**src/hw/bpsc_pkg.sv**
```systemverilog
/*
  Constants, field layout and types of the bridge power state control block.
  Assumes nothing of its surroundings; included by every design file.
*/
`default_nettype none

package bpsc_pkg;

  // Configuration space
  localparam logic [7:0] PMCS_OFFSET = 8'h84;

  // Power state field codes
  localparam logic [1:0] PWR_D0 = 2'h0;
  localparam logic [1:0] PWR_D1 = 2'h1;
  localparam logic [1:0] PWR_D2 = 2'h2;
  localparam logic [1:0] PWR_D3 = 2'h3;

  // Field positions
  localparam int PWR_LSB           = 0;
  localparam int PWR_MSB           = 1;
  localparam int WAKE_EN_BIT       = 8;
  localparam int DATA_SEL_LSB      = 9;
  localparam int DATA_SEL_MSB      = 12;
  localparam int DATA_SCALE_LSB    = 13;
  localparam int DATA_SCALE_MSB    = 14;
  localparam int WAKE_STS_BIT      = 15;
  localparam int HB_STS_MABORT_BIT = 13;

  // Values after reset
  localparam logic [1:0]  PWR_RESET     = PWR_D0;
  localparam logic        WAKE_EN_RESET = 1'b0;
  localparam logic [31:0] RDATA_RESET   = 32'h0000_0000;

  // Kinds of downstream cycle
  typedef enum logic [1:0] {
    DS_MEM,
    DS_IO,
    DS_CFG0,
    DS_CFG1
  } bpsc_ds_kind_t;

  // Only D0 and D3 may be stored
  function automatic logic bpsc_pwr_supported(input logic [1:0] code);
    return (code == PWR_D0) || (code == PWR_D3);
  endfunction

endpackage

`default_nettype wire

```
**src/hw/bpsc_state_reg.sv**
```systemverilog
/*
  Storage of the power state field and the wake enable bit.
  Assumes write strobes that are already decoded to this register and byte lane.
*/
`timescale 1ns/1ps
`default_nettype none

module bpsc_state_reg
  import bpsc_pkg::*;
(
  // Clock and resets
  input  wire logic       clk,
  input  wire logic       rst_b,
  input  wire logic       por_rst_b,
  // Write side
  input  wire logic       wr_lo,
  input  wire logic       wr_hi,
  input  wire logic [1:0] wr_state,
  input  wire logic       wr_wake_en,
  // Stored fields
  output logic      [1:0] power_state_ff,
  output logic            wake_enable_ff
);

  logic [1:0] nxt_power_state;
  logic       nxt_wake_enable;

  // Unsupported codes complete but leave the state alone
  assign nxt_power_state = (wr_lo && bpsc_pwr_supported(wr_state)) ? wr_state : power_state_ff;
  assign nxt_wake_enable = wr_hi ? wr_wake_en : wake_enable_ff;

  always_ff @(posedge clk or negedge rst_b) begin
    if (!rst_b) begin
      power_state_ff <= PWR_RESET;
    end else begin
      power_state_ff <= nxt_power_state;
    end
  end

  // Sticky: only power-on reset clears it, platform reset does not
  always_ff @(posedge clk or negedge por_rst_b) begin
    if (!por_rst_b) begin
      wake_enable_ff <= WAKE_EN_RESET;
    end else begin
      wake_enable_ff <= nxt_wake_enable;
    end
  end

endmodule

`default_nettype wire

```
**src/hw/bpsc_ds_gate.sv**
```systemverilog
/*
  Claim or master-abort decision for downstream cycles.
  Assumes one-cycle request pulses from logic on the same clock.
*/
`timescale 1ns/1ps
`default_nettype none

module bpsc_ds_gate
  import bpsc_pkg::*;
(
  // Clock and reset
  input  wire logic          clk,
  input  wire logic          rst_b,
  // State
  input  wire logic          in_d0,
  // Downstream request
  input  wire logic          ds_req,
  input  wire bpsc_ds_kind_t ds_kind,
  // Answer
  output logic               ds_ack_ff,
  output logic               ds_claim_ff,
  output logic               ds_mabort_ff
);

  logic pass;

  // Type 0 config still passes outside D0
  assign pass = in_d0 || (ds_kind == DS_CFG0);

  always_ff @(posedge clk or negedge rst_b) begin
    if (!rst_b) begin
      ds_ack_ff    <= 1'b0;
      ds_claim_ff  <= 1'b0;
      ds_mabort_ff <= 1'b0;
    end else begin
      ds_ack_ff    <= ds_req;
      ds_claim_ff  <= ds_req && pass;
      ds_mabort_ff <= ds_req && !pass;
    end
  end

endmodule

`default_nettype wire

```
**src/hw/bpsc_top.sv**
```systemverilog
/*
  Power management control/status register of a bridge function, with the
  gating that the power state imposes on downstream, register and interrupt
  traffic. Assumes all requests come from logic on clk as one-cycle pulses.
*/
`timescale 1ns/1ps
`default_nettype none

module bpsc_top
  import bpsc_pkg::*;
(
  // Clock and resets
  input  wire logic          clk,
  input  wire logic          rst_b,
  input  wire logic          por_rst_b,
  // Configuration access
  input  wire logic          cfg_req,
  input  wire logic          cfg_wr,
  input  wire logic [7:0]    cfg_addr,
  input  wire logic [3:0]    cfg_be,
  input  wire logic [31:0]   cfg_wdata,
  output logic               cfg_ack_ff,
  output logic [31:0]        cfg_rdata_ff,
  // Downstream cycles
  input  wire logic          ds_req,
  input  wire bpsc_ds_kind_t ds_kind,
  output logic               ds_ack,
  output logic               ds_claim,
  output logic               ds_mabort,
  // Host bridge status logging
  output logic [15:0]        hb_status_set_ff,
  // Memory-mapped register cycles
  input  wire logic          regcyc_req,
  output logic               regcyc_ack_ff,
  // Interrupts
  input  wire logic          irq_in,
  output logic               irq_out_ff,
  // Status
  output logic               func_active
);

  ////////////////////////////////////////////////////////////////////////////
  // Register access decode

  logic [1:0]  power_state;
  logic        wake_enable;
  logic        in_d0;
  logic        hit;
  logic        wr_lo;
  logic        wr_hi;
  logic [31:0] reg_view;
  logic [31:0] nxt_rdata;

  assign in_d0       = (power_state == PWR_D0);
  assign func_active = in_d0;

  // Config path is never gated by power state
  assign hit   = cfg_req && (cfg_addr[7:2] == PMCS_OFFSET[7:2]);
  assign wr_lo = hit && cfg_wr && cfg_be[0];
  assign wr_hi = hit && cfg_wr && cfg_be[1];

  // Read-only and reserved bits are tied, never stored
  always_comb begin
    reg_view                                = 32'h0000_0000;
    reg_view[PWR_MSB:PWR_LSB]               = power_state;
    reg_view[WAKE_EN_BIT]                   = wake_enable;
    reg_view[DATA_SEL_MSB:DATA_SEL_LSB]     = 4'h0;
    reg_view[DATA_SCALE_MSB:DATA_SCALE_LSB] = 2'h0;
    reg_view[WAKE_STS_BIT]                  = 1'b0;
  end

  // Other offsets read zero but still complete
  assign nxt_rdata = (hit && !cfg_wr) ? reg_view : RDATA_RESET;

  always_ff @(posedge clk or negedge rst_b) begin
    if (!rst_b) begin
      cfg_ack_ff   <= 1'b0;
      cfg_rdata_ff <= RDATA_RESET;
    end else begin
      cfg_ack_ff   <= cfg_req;
      cfg_rdata_ff <= nxt_rdata;
    end
  end

  ////////////////////////////////////////////////////////////////////////////
  // Stored fields

  bpsc_state_reg u_state (
    .clk            (clk),
    .rst_b          (rst_b),
    .por_rst_b      (por_rst_b),
    .wr_lo          (wr_lo),
    .wr_hi          (wr_hi),
    .wr_state       (cfg_wdata[PWR_MSB:PWR_LSB]),
    .wr_wake_en     (cfg_wdata[WAKE_EN_BIT]),
    .power_state_ff (power_state),
    .wake_enable_ff (wake_enable)
  );

  ////////////////////////////////////////////////////////////////////////////
  // Downstream gating and abort logging

  logic ds_mabort_int;

  bpsc_ds_gate u_gate (
    .clk          (clk),
    .rst_b        (rst_b),
    .in_d0        (in_d0),
    .ds_req       (ds_req),
    .ds_kind      (ds_kind),
    .ds_ack_ff    (ds_ack),
    .ds_claim_ff  (ds_claim),
    .ds_mabort_ff (ds_mabort_int)
  );

  assign ds_mabort = ds_mabort_int;

  // One-cycle set pulse into the host bridge status, bit 13 only
  always_ff @(posedge clk or negedge rst_b) begin
    if (!rst_b) begin
      hb_status_set_ff <= 16'h0000;
    end else begin
      hb_status_set_ff                    <= 16'h0000;
      hb_status_set_ff[HB_STS_MABORT_BIT] <= ds_mabort_int;
    end
  end

  ////////////////////////////////////////////////////////////////////////////
  // Register cycles and interrupts, silenced outside D0

  always_ff @(posedge clk or negedge rst_b) begin
    if (!rst_b) begin
      regcyc_ack_ff <= 1'b0;
      irq_out_ff    <= 1'b0;
    end else begin
      regcyc_ack_ff <= regcyc_req && in_d0;
      irq_out_ff <= irq_in && in_d0;
    end
  end

  ////////////////////////////////////////////////////////////////////////////
  // Checks

  a_state_reject_bad: assert property (@(posedge clk) disable iff (!rst_b)
    (wr_lo && !bpsc_pwr_supported(cfg_wdata[1:0])) |=> $stable(power_state))
    else $error("unsupported power state was stored");

  a_state_take_good: assert property (@(posedge clk) disable iff (!rst_b)
    (wr_lo && bpsc_pwr_supported(cfg_wdata[1:0])) |=> (power_state == $past(cfg_wdata[1:0])))
    else $error("supported power state not stored");

  a_cfg_always_ack: assert property (@(posedge clk) disable iff (!rst_b)
    cfg_req |=> cfg_ack_ff)
    else $error("config access not answered");

  a_state_readback: assert property (@(posedge clk) disable iff (!rst_b)
    (hit && !cfg_wr) |=> (cfg_rdata_ff[1:0] == $past(power_state)))
    else $error("power state readback wrong");

  a_ro_bits_zero: assert property (@(posedge clk) disable iff (!rst_b)
    cfg_ack_ff |-> (cfg_rdata_ff[WAKE_STS_BIT] == 1'b0))
    else $error("wake status read nonzero");

  a_data_fields_zero: assert property (@(posedge clk) disable iff (!rst_b)
    cfg_ack_ff |-> (cfg_rdata_ff[14:9] == 6'h00))
    else $error("data scale or select nonzero");

  a_reserved_zero: assert property (@(posedge clk) disable iff (!rst_b)
    cfg_ack_ff |-> (cfg_rdata_ff[31:16] == 16'h0000 && cfg_rdata_ff[7:2] == 6'h00))
    else $error("reserved bits read nonzero");

  a_wake_en_store: assert property (@(posedge clk) disable iff (!por_rst_b)
    wr_hi |=> (wake_enable == $past(cfg_wdata[WAKE_EN_BIT])))
    else $error("wake enable not stored");

  a_ds_abort_d3: assert property (@(posedge clk) disable iff (!rst_b)
    (ds_req && !in_d0 && ds_kind != DS_CFG0) |=> (ds_mabort && !ds_claim))
    else $error("downstream cycle claimed outside D0");

  a_ds_cfg0_pass: assert property (@(posedge clk) disable iff (!rst_b)
    (ds_req && (in_d0 || ds_kind == DS_CFG0)) |=> (ds_claim && !ds_mabort))
    else $error("downstream cycle wrongly aborted");

  a_abort_logged: assert property (@(posedge clk) disable iff (!rst_b)
    ds_mabort |=> hb_status_set_ff[HB_STS_MABORT_BIT])
    else $error("master abort not logged");

  a_irq_silent_d3: assert property (@(posedge clk) disable iff (!rst_b)
    (!in_d0 && $past(!in_d0)) |-> !irq_out_ff)
    else $error("interrupt raised outside D0");

  a_regcyc_silent_d3: assert property (@(posedge clk) disable iff (!rst_b)
    (regcyc_req && !in_d0) |=> !regcyc_ack_ff)
    else $error("register cycle answered outside D0");

  a_active_rise_d0: assert property (@(posedge clk) disable iff (!rst_b)
    $rose(func_active) |-> $past(wr_lo && (cfg_wdata[PWR_MSB:PWR_LSB] == PWR_D0)))
    else $error("function became active without a D0 write");

  a_reset_d0: assert property (@(posedge clk)
    $rose(rst_b) |-> (power_state == PWR_D0))
    else $error("power state not D0 after reset");

  ////////////////////////////////////////////////////////////////////////////
  // Checks: configuration side
  // Config path must stay alive in every state, or D3 could never be left

  a_active_fall_d3: assert property (@(posedge clk) disable iff (!rst_b)
    $fell(func_active) |-> $past(wr_lo && (cfg_wdata[PWR_MSB:PWR_LSB] == PWR_D3)))
    else $error("function left D0 without a D3 write");

  a_state_legal: assert property (@(posedge clk) disable iff (!rst_b)
    (power_state == PWR_D0) || (power_state == PWR_D3))
    else $error("unsupported power state held");

  a_state_hold: assert property (@(posedge clk) disable iff (!rst_b)
    !wr_lo |=> $stable(power_state))
    else $error("power state changed without a write");

  a_wake_en_hold: assert property (@(posedge clk) disable iff (!por_rst_b)
    !wr_hi |=> $stable(wake_enable))
    else $error("wake enable changed without a write");

  a_rdata_wake: assert property (@(posedge clk) disable iff (!rst_b)
    (hit && !cfg_wr) |=> (cfg_rdata_ff[WAKE_EN_BIT] == $past(wake_enable)))
    else $error("wake enable readback wrong");

  a_rdata_miss_zero: assert property (@(posedge clk) disable iff (!rst_b)
    (cfg_req && !hit) |=> (cfg_rdata_ff == 32'h0000_0000))
    else $error("other offset read nonzero");

  a_cfg_ack_only: assert property (@(posedge clk) disable iff (!rst_b)
    !cfg_req |=> !cfg_ack_ff)
    else $error("config answer without request");

  a_cfg_d3_served: assert property (@(posedge clk) disable iff (!rst_b)
    (cfg_req && !in_d0) |=> cfg_ack_ff)
    else $error("config access dropped outside D0");

  ////////////////////////////////////////////////////////////////////////////
  // Checks: downstream and logging
  // Decisions use the state seen with the request, not the one after it

  a_ds_ack_follow: assert property (@(posedge clk) disable iff (!rst_b)
    ds_req |=> ds_ack)
    else $error("downstream cycle not answered");

  a_ds_idle_quiet: assert property (@(posedge clk) disable iff (!rst_b)
    !ds_req |=> !(ds_ack || ds_claim || ds_mabort))
    else $error("downstream answer without request");

  a_ds_one_answer: assert property (@(posedge clk) disable iff (!rst_b)
    ds_ack |-> (ds_claim != ds_mabort))
    else $error("downstream answer not claim xor abort");

  a_abort_cause: assert property (@(posedge clk) disable iff (!rst_b)
    ds_mabort |-> ($past(!in_d0) && ($past(ds_kind) != DS_CFG0)))
    else $error("downstream cycle aborted without cause");

  a_claim_cause: assert property (@(posedge clk) disable iff (!rst_b)
    ds_claim |-> $past(in_d0 || (ds_kind == DS_CFG0)))
    else $error("downstream cycle claimed outside D0");

  a_log_cause: assert property (@(posedge clk) disable iff (!rst_b)
    hb_status_set_ff[HB_STS_MABORT_BIT] |-> $past(ds_mabort))
    else $error("master abort logged without abort");

  a_log_one_bit: assert property (@(posedge clk) disable iff (!rst_b)
    (hb_status_set_ff[15:14] == 2'h0) && (hb_status_set_ff[12:0] == 13'h0000))
    else $error("wrong host bridge status bit set");

  ////////////////////////////////////////////////////////////////////////////
  // Checks: register cycles and interrupts
  // Only D0 lets these through

  a_regcyc_pass_d0: assert property (@(posedge clk) disable iff (!rst_b)
    (regcyc_req && in_d0) |=> regcyc_ack_ff)
    else $error("register cycle not answered in D0");

  a_regcyc_quiet: assert property (@(posedge clk) disable iff (!rst_b)
    !regcyc_req |=> !regcyc_ack_ff)
    else $error("register cycle answer without request");

  a_irq_pass_d0: assert property (@(posedge clk) disable iff (!rst_b)
    (irq_in && in_d0) |=> irq_out_ff)
    else $error("interrupt not passed in D0");

  a_irq_follow: assert property (@(posedge clk) disable iff (!rst_b)
    !irq_in |=> !irq_out_ff)
    else $error("interrupt raised without source");

endmodule

`default_nettype wire

```
**config.mk**
```make
export PLATFORM = sky130hd
export DESIGN_NAME = bpsc_top
export DESIGN_NICKNAME = d
export VERILOG_FILES = /design/src/hw/bpsc_pkg.sv /design/src/hw/bpsc_state_reg.sv /design/src/hw/bpsc_ds_gate.sv /design/src/hw/bpsc_top.sv
export SDC_FILE = /design/constraint.sdc
export NUM_CORES = 1
export LEC_CHECK = 0
export BUFFER_PORTS_ARGS = -buffer_cell sky130_fd_sc_hd__clkbuf_2
export CORE_UTILIZATION = 33
export DETAILED_ROUTE_END_ITERATION = 10
export MAX_ROUTING_LAYER = met4
export PLACE_DENSITY = 0.82
export SLEW_MARGIN = 10
export SYNTH_ARGS = -nofsm -noshare
export SYNTH_HDL_FRONTEND = slang
export SYNTH_SLANG_ARGS = --single-unit
```
**constraint.sdc**
```tcl
create_clock -name clk -period 1.7 [get_ports clk]
set_clock_uncertainty 0.1 [all_clocks]
set_input_delay 0.17 -clock clk [delete_from_list [all_inputs] [get_ports clk]]
set_output_delay 0.17 -clock clk [all_outputs]
set_load 0.02 [all_outputs]
```
# After elaboration in Yosys (flattened, before gate mapping)
# Cells that the tools add are included.
# Widths: inputs -> output; s select.
# word_totals
regBits	19
inputBits	54
output_inout_bits	55
wordCells	30
# op_classes
eq_ne	3
muxes	1
n_reduce_logical	16
# ops
op	count
$logic_and 1x1->1	10
$mux 9	1
$eq 6x6->1 const B	1
$eq 2x2->1 const B	2
$logic_not 2->1	2
$logic_not 1->1	2
$logic_or 1x1->1	2

# Logic depth before layout (Yosys ltp)
# depth
depth_word	5
ltp_mapped	3

# Modules after synthesis
# From an unflattened synthesis, not the netlist that was laid out.
# unflattened
hier_cells	86
hier_area_um2	862.1
# by_module_without_submodules
mod	n_inst	cells_per_inst	area_each_um2
bpsc_top	1	68	603.1
bpsc_state_reg	1	12	150.1
bpsc_ds_gate	1	6	108.9

# Worst setup path after synthesis
# OpenSTA, ideal clock, no wires.
# synth_timing
kind	reg2reg
startpoint	register u_state.power_state_ff[1]
endpoint	register u_gate.ds_mabort_ff
setup_ns	0.119
arrival_ns	0.990
slack_ns	0.491
path_stages_with_launch	4
period_less_slack_ns	1.209
path_cell_list	dfrtp_1 -> nor2_1 -> a21oi_1 -> and2_1
# synth_via
elab_chain_cells	4
# synth_rtl
item	line	rtl
start: declaration	bpsc_state_reg.sv:21	output logic [1:0] power_state_ff,
start signal: assignment	bpsc_state_reg.sv:36	power_state_ff <= nxt_power_state;
$logic_not 2->1	bpsc_top.sv:54	assign in_d0 = (power_state == PWR_D0);
via func_active	bpsc_top.sv:39	output logic func_active
$logic_or 1x1->1	bpsc_ds_gate.sv:28	assign pass = in_d0 || (ds_kind == DS_CFG0);
$logic_not 1->1	bpsc_ds_gate.sv:38	ds_mabort_ff <= ds_req && !pass;
$logic_and 1x1->1	bpsc_ds_gate.sv:38	
end signal: assignment	bpsc_ds_gate.sv:38	
end: declaration	bpsc_ds_gate.sv:22	output logic ds_mabort_ff
# The timed path passes the listed nets, and every way through them passes these cells.
# A chain may end at the register's enable or synchronous reset.

# Worst setup path after layout
# layout_timing
startpoint	input cfg_req
endpoint	register u_state.power_state_ff[0]
# layout_via
elab_chain_cells	4
# layout_rtl
item	line	rtl
start: declaration	bpsc_top.sv:17	input wire logic cfg_req,
$logic_and 1x1->1	bpsc_top.sv:58	assign hit = cfg_req && (cfg_addr[7:2] == PMCS_OFFSET[7:2]);
$logic_and 1x1->1 (2 in a row)	bpsc_top.sv:59	assign wr_lo = hit && cfg_wr && cfg_be[0];
$logic_and 1x1->1	bpsc_state_reg.sv:29	assign nxt_power_state = (wr_lo && bpsc_pwr_supported(wr_state)) ? wr_state : power_state_ff;
# Every way passes these cells.

==> results.ini <==
[die]
core_area_um2=2280
fp-row-count=17
start_util_pct=36.2
die_h_um=52.0
die_w_um=52.0
die-area_um2=2700
ios=109

[layout]
num-fill-cells=224
seq_area_um2=325
syn_to_final_growth_pct=10.8
num-nets-final=170
antenna_cells=0
final_area_um2=912
drive_gt1_share_pct=35.7
multi_input_area_um2=325
fin_cells=143

[critical_path]
cp.arrival_ns=1.51
required_ns=1.76
rrSetupSlack_ns=0.58
worst_setup_path_end_kind=flop
cp_max_fo=3
worstSetupEndpoint=u_state.power_state_ff[0]
crit_start=cfg_req
reg2regPathDepth=3
path_class=input port to flop
rr_startpoint=u_state.power_state_ff[1]
worst_setup_path_start_kind=input port
reg2reg_to=u_gate.ds_mabort_ff

[routing]
ant_nets=0
wl_per_cell_um=8.06
vias=527
first_pass_iters=4
wl_mm=1.15
drtIter0Drc=4
drc_errors=0
routed_via_density=3.69

[sta]
slew_viol_final=0
rsz0062_at_grt=no
setup_viol=0
layout_min_cycle_time_ns=1.45
whs_ns=0.00568
tns_ns=0
fmax_ghz=0.688
hold_viol=0
worst_slack_ns=0.246
fin_crit_sh_pct=85.5

[power_and_ir_drop]
peakVddDrop_v=0.000364
p_leak_uw=0.000558
power_density_nw_per_um2=736

[synth]
syn_area_um2=823
ys_ff_latch=13
yosys_warnings=0
synthArstFlopShare_pct=100
synth_common_cells=buf_4, dfrtp_1, and2_1, and3_2, mux2_1
synth-seq-area-share_pct=39.5
ys.flop_type=dfrtp_1
synth_most_common_cell=buf_4
synth-edff-count=0
syn-instance-count=77
synth_area_leaders=buf_4, dfrtp_1, nor4b_4, and3_2, mux2_1
avgSynthCellArea_um2=10.7
yosysTopAreaCell=buf_4
synth_top_area_share_pct=40.1
synth_cell_types=17

[placed_design]
placed_cells=135
portBuffers=31
place_area_um2=845
place_hpwl_um=993
gp_congestion=0.694
dp_slack_ns=0.300

[global_routing]
grtUsageTotal_pct=8.55
grt_max_degree=13
grt_overflow_total=0
grt_antenna_before_repair=0
first_global_vias=436
grt_pass1_wl_mm=1.66

[flow_run]
maxCapViolCount=0

[clock_tree]
clkTransAtPathRegs_ns=0.08
cts_setup_buffers=0
cts_hold_buf=4
cts-root-buf=clkbuf_4
cts_sinks=13
cts.path.max_buffers=2
htreeDepth=1
ctsResizeCount=0
cts_tree=yes
clk_latency_ns=0.27
cts_made_buffers=3

[hold_path]
hp-class=input port to flop

[status]
status=complete, no violations

## cells by family (layout without fill, tap and decap cells)
logic type	Yosys count	in the layout	share of synthesized area [%]
DFF	13	13	39.5
other	1	44	0.455
muxes	3	3	4.10
buffers and inverters	45	40	40.6
and+or+nand+nor	13	13	13.7
xor gates and xnor gates	1	1	1.06
AOI/OAI and AO/OA	1	1	0.607
## registers in the layout, indices dropped and copies added, names as in the netlist
register                count
u_gate.ds_ack_ff            1
u_state.wake_enable_ff      1
irq_out_ff                  1
u_gate.ds_claim_ff          1
cfg_rdata_ff                3
hb_status_set_ff            1
cfg_ack_ff                  1
u_state.power_state_ff      2
u_gate.ds_mabort_ff         1
regcyc_ack_ff               1
## worst max-delay path, stage by stage
cell           delay (ns)
dlygate4sd3_1        0.52
clkbuf_2             0.12
and4b_1              0.24
nand4_2              0.14
mux2_1               0.33
## how the worst min path moves through the flow
stage	startpoint	end	cells after the start
2_1_floorplan	rst_b	cfg_ack_ff	0
3_3_place_gp	por_rst_b	u_state.wake_enable_ff	1
3_5_place_dp	por_rst_b	u_state.wake_enable_ff	1
4_1_cts	regcyc_req	regcyc_ack_ff	2
5_1_grt	regcyc_req	regcyc_ack_ff	2
6_report	regcyc_req	regcyc_ack_ff	2
## cell type report
type                    instances  area share (%)
repair buffers                 35            21.4
clock inverters                 1           0.549
flip-flops and latches         13            35.7
well taps                      28            3.84
inverters                       1           0.412
multi-input cells              62            35.7
clock buffers                   3            2.47
## report_power, final
part	total (µW)	leakage [µW]	switching [µW]	internal [µW]
sequential	322	0.000170	3.32	319
clock	186	0.0000177	98.8	87.2
combinational	163	0.000371	125	38.1
total	671	0.000558	227	444
## per-stage QoR
step	total power [µW]	utilization [%]
after floorplan	517	-
after global placement	479	37.1
after detailed placement	483	37.1
after CTS	673	40.1
after global routing	703	40.1
final	671	40.1
## routing by layer
metal	track usage (%)	vias up	wire length [µm]
li1	-	234	-
met2	16.0	61	549
met4	5.41	0	14
met1	7.53	228	380
met3	2.05	4	207
met5	-	-	0
## layout by cell type, fill, tap and decap left out
cell,count
a21oi_1,1
and2_1,3
and3_2,3
and4b_1,1
clkbuf_2,31
clkbuf_4,3
clkinv_2,1
conb_1,44
dfrtp_1,13
dlygate4sd3_1,4
inv_1,1
mux2_1,2
mux2_2,1
nand3_1,1
nand4_2,1
nor2_1,1
nor2b_1,1
nor4b_4,1
nor4bb_1,1
xnor2_1,1
Note: power is estimated with default switching activity, not from simulation.
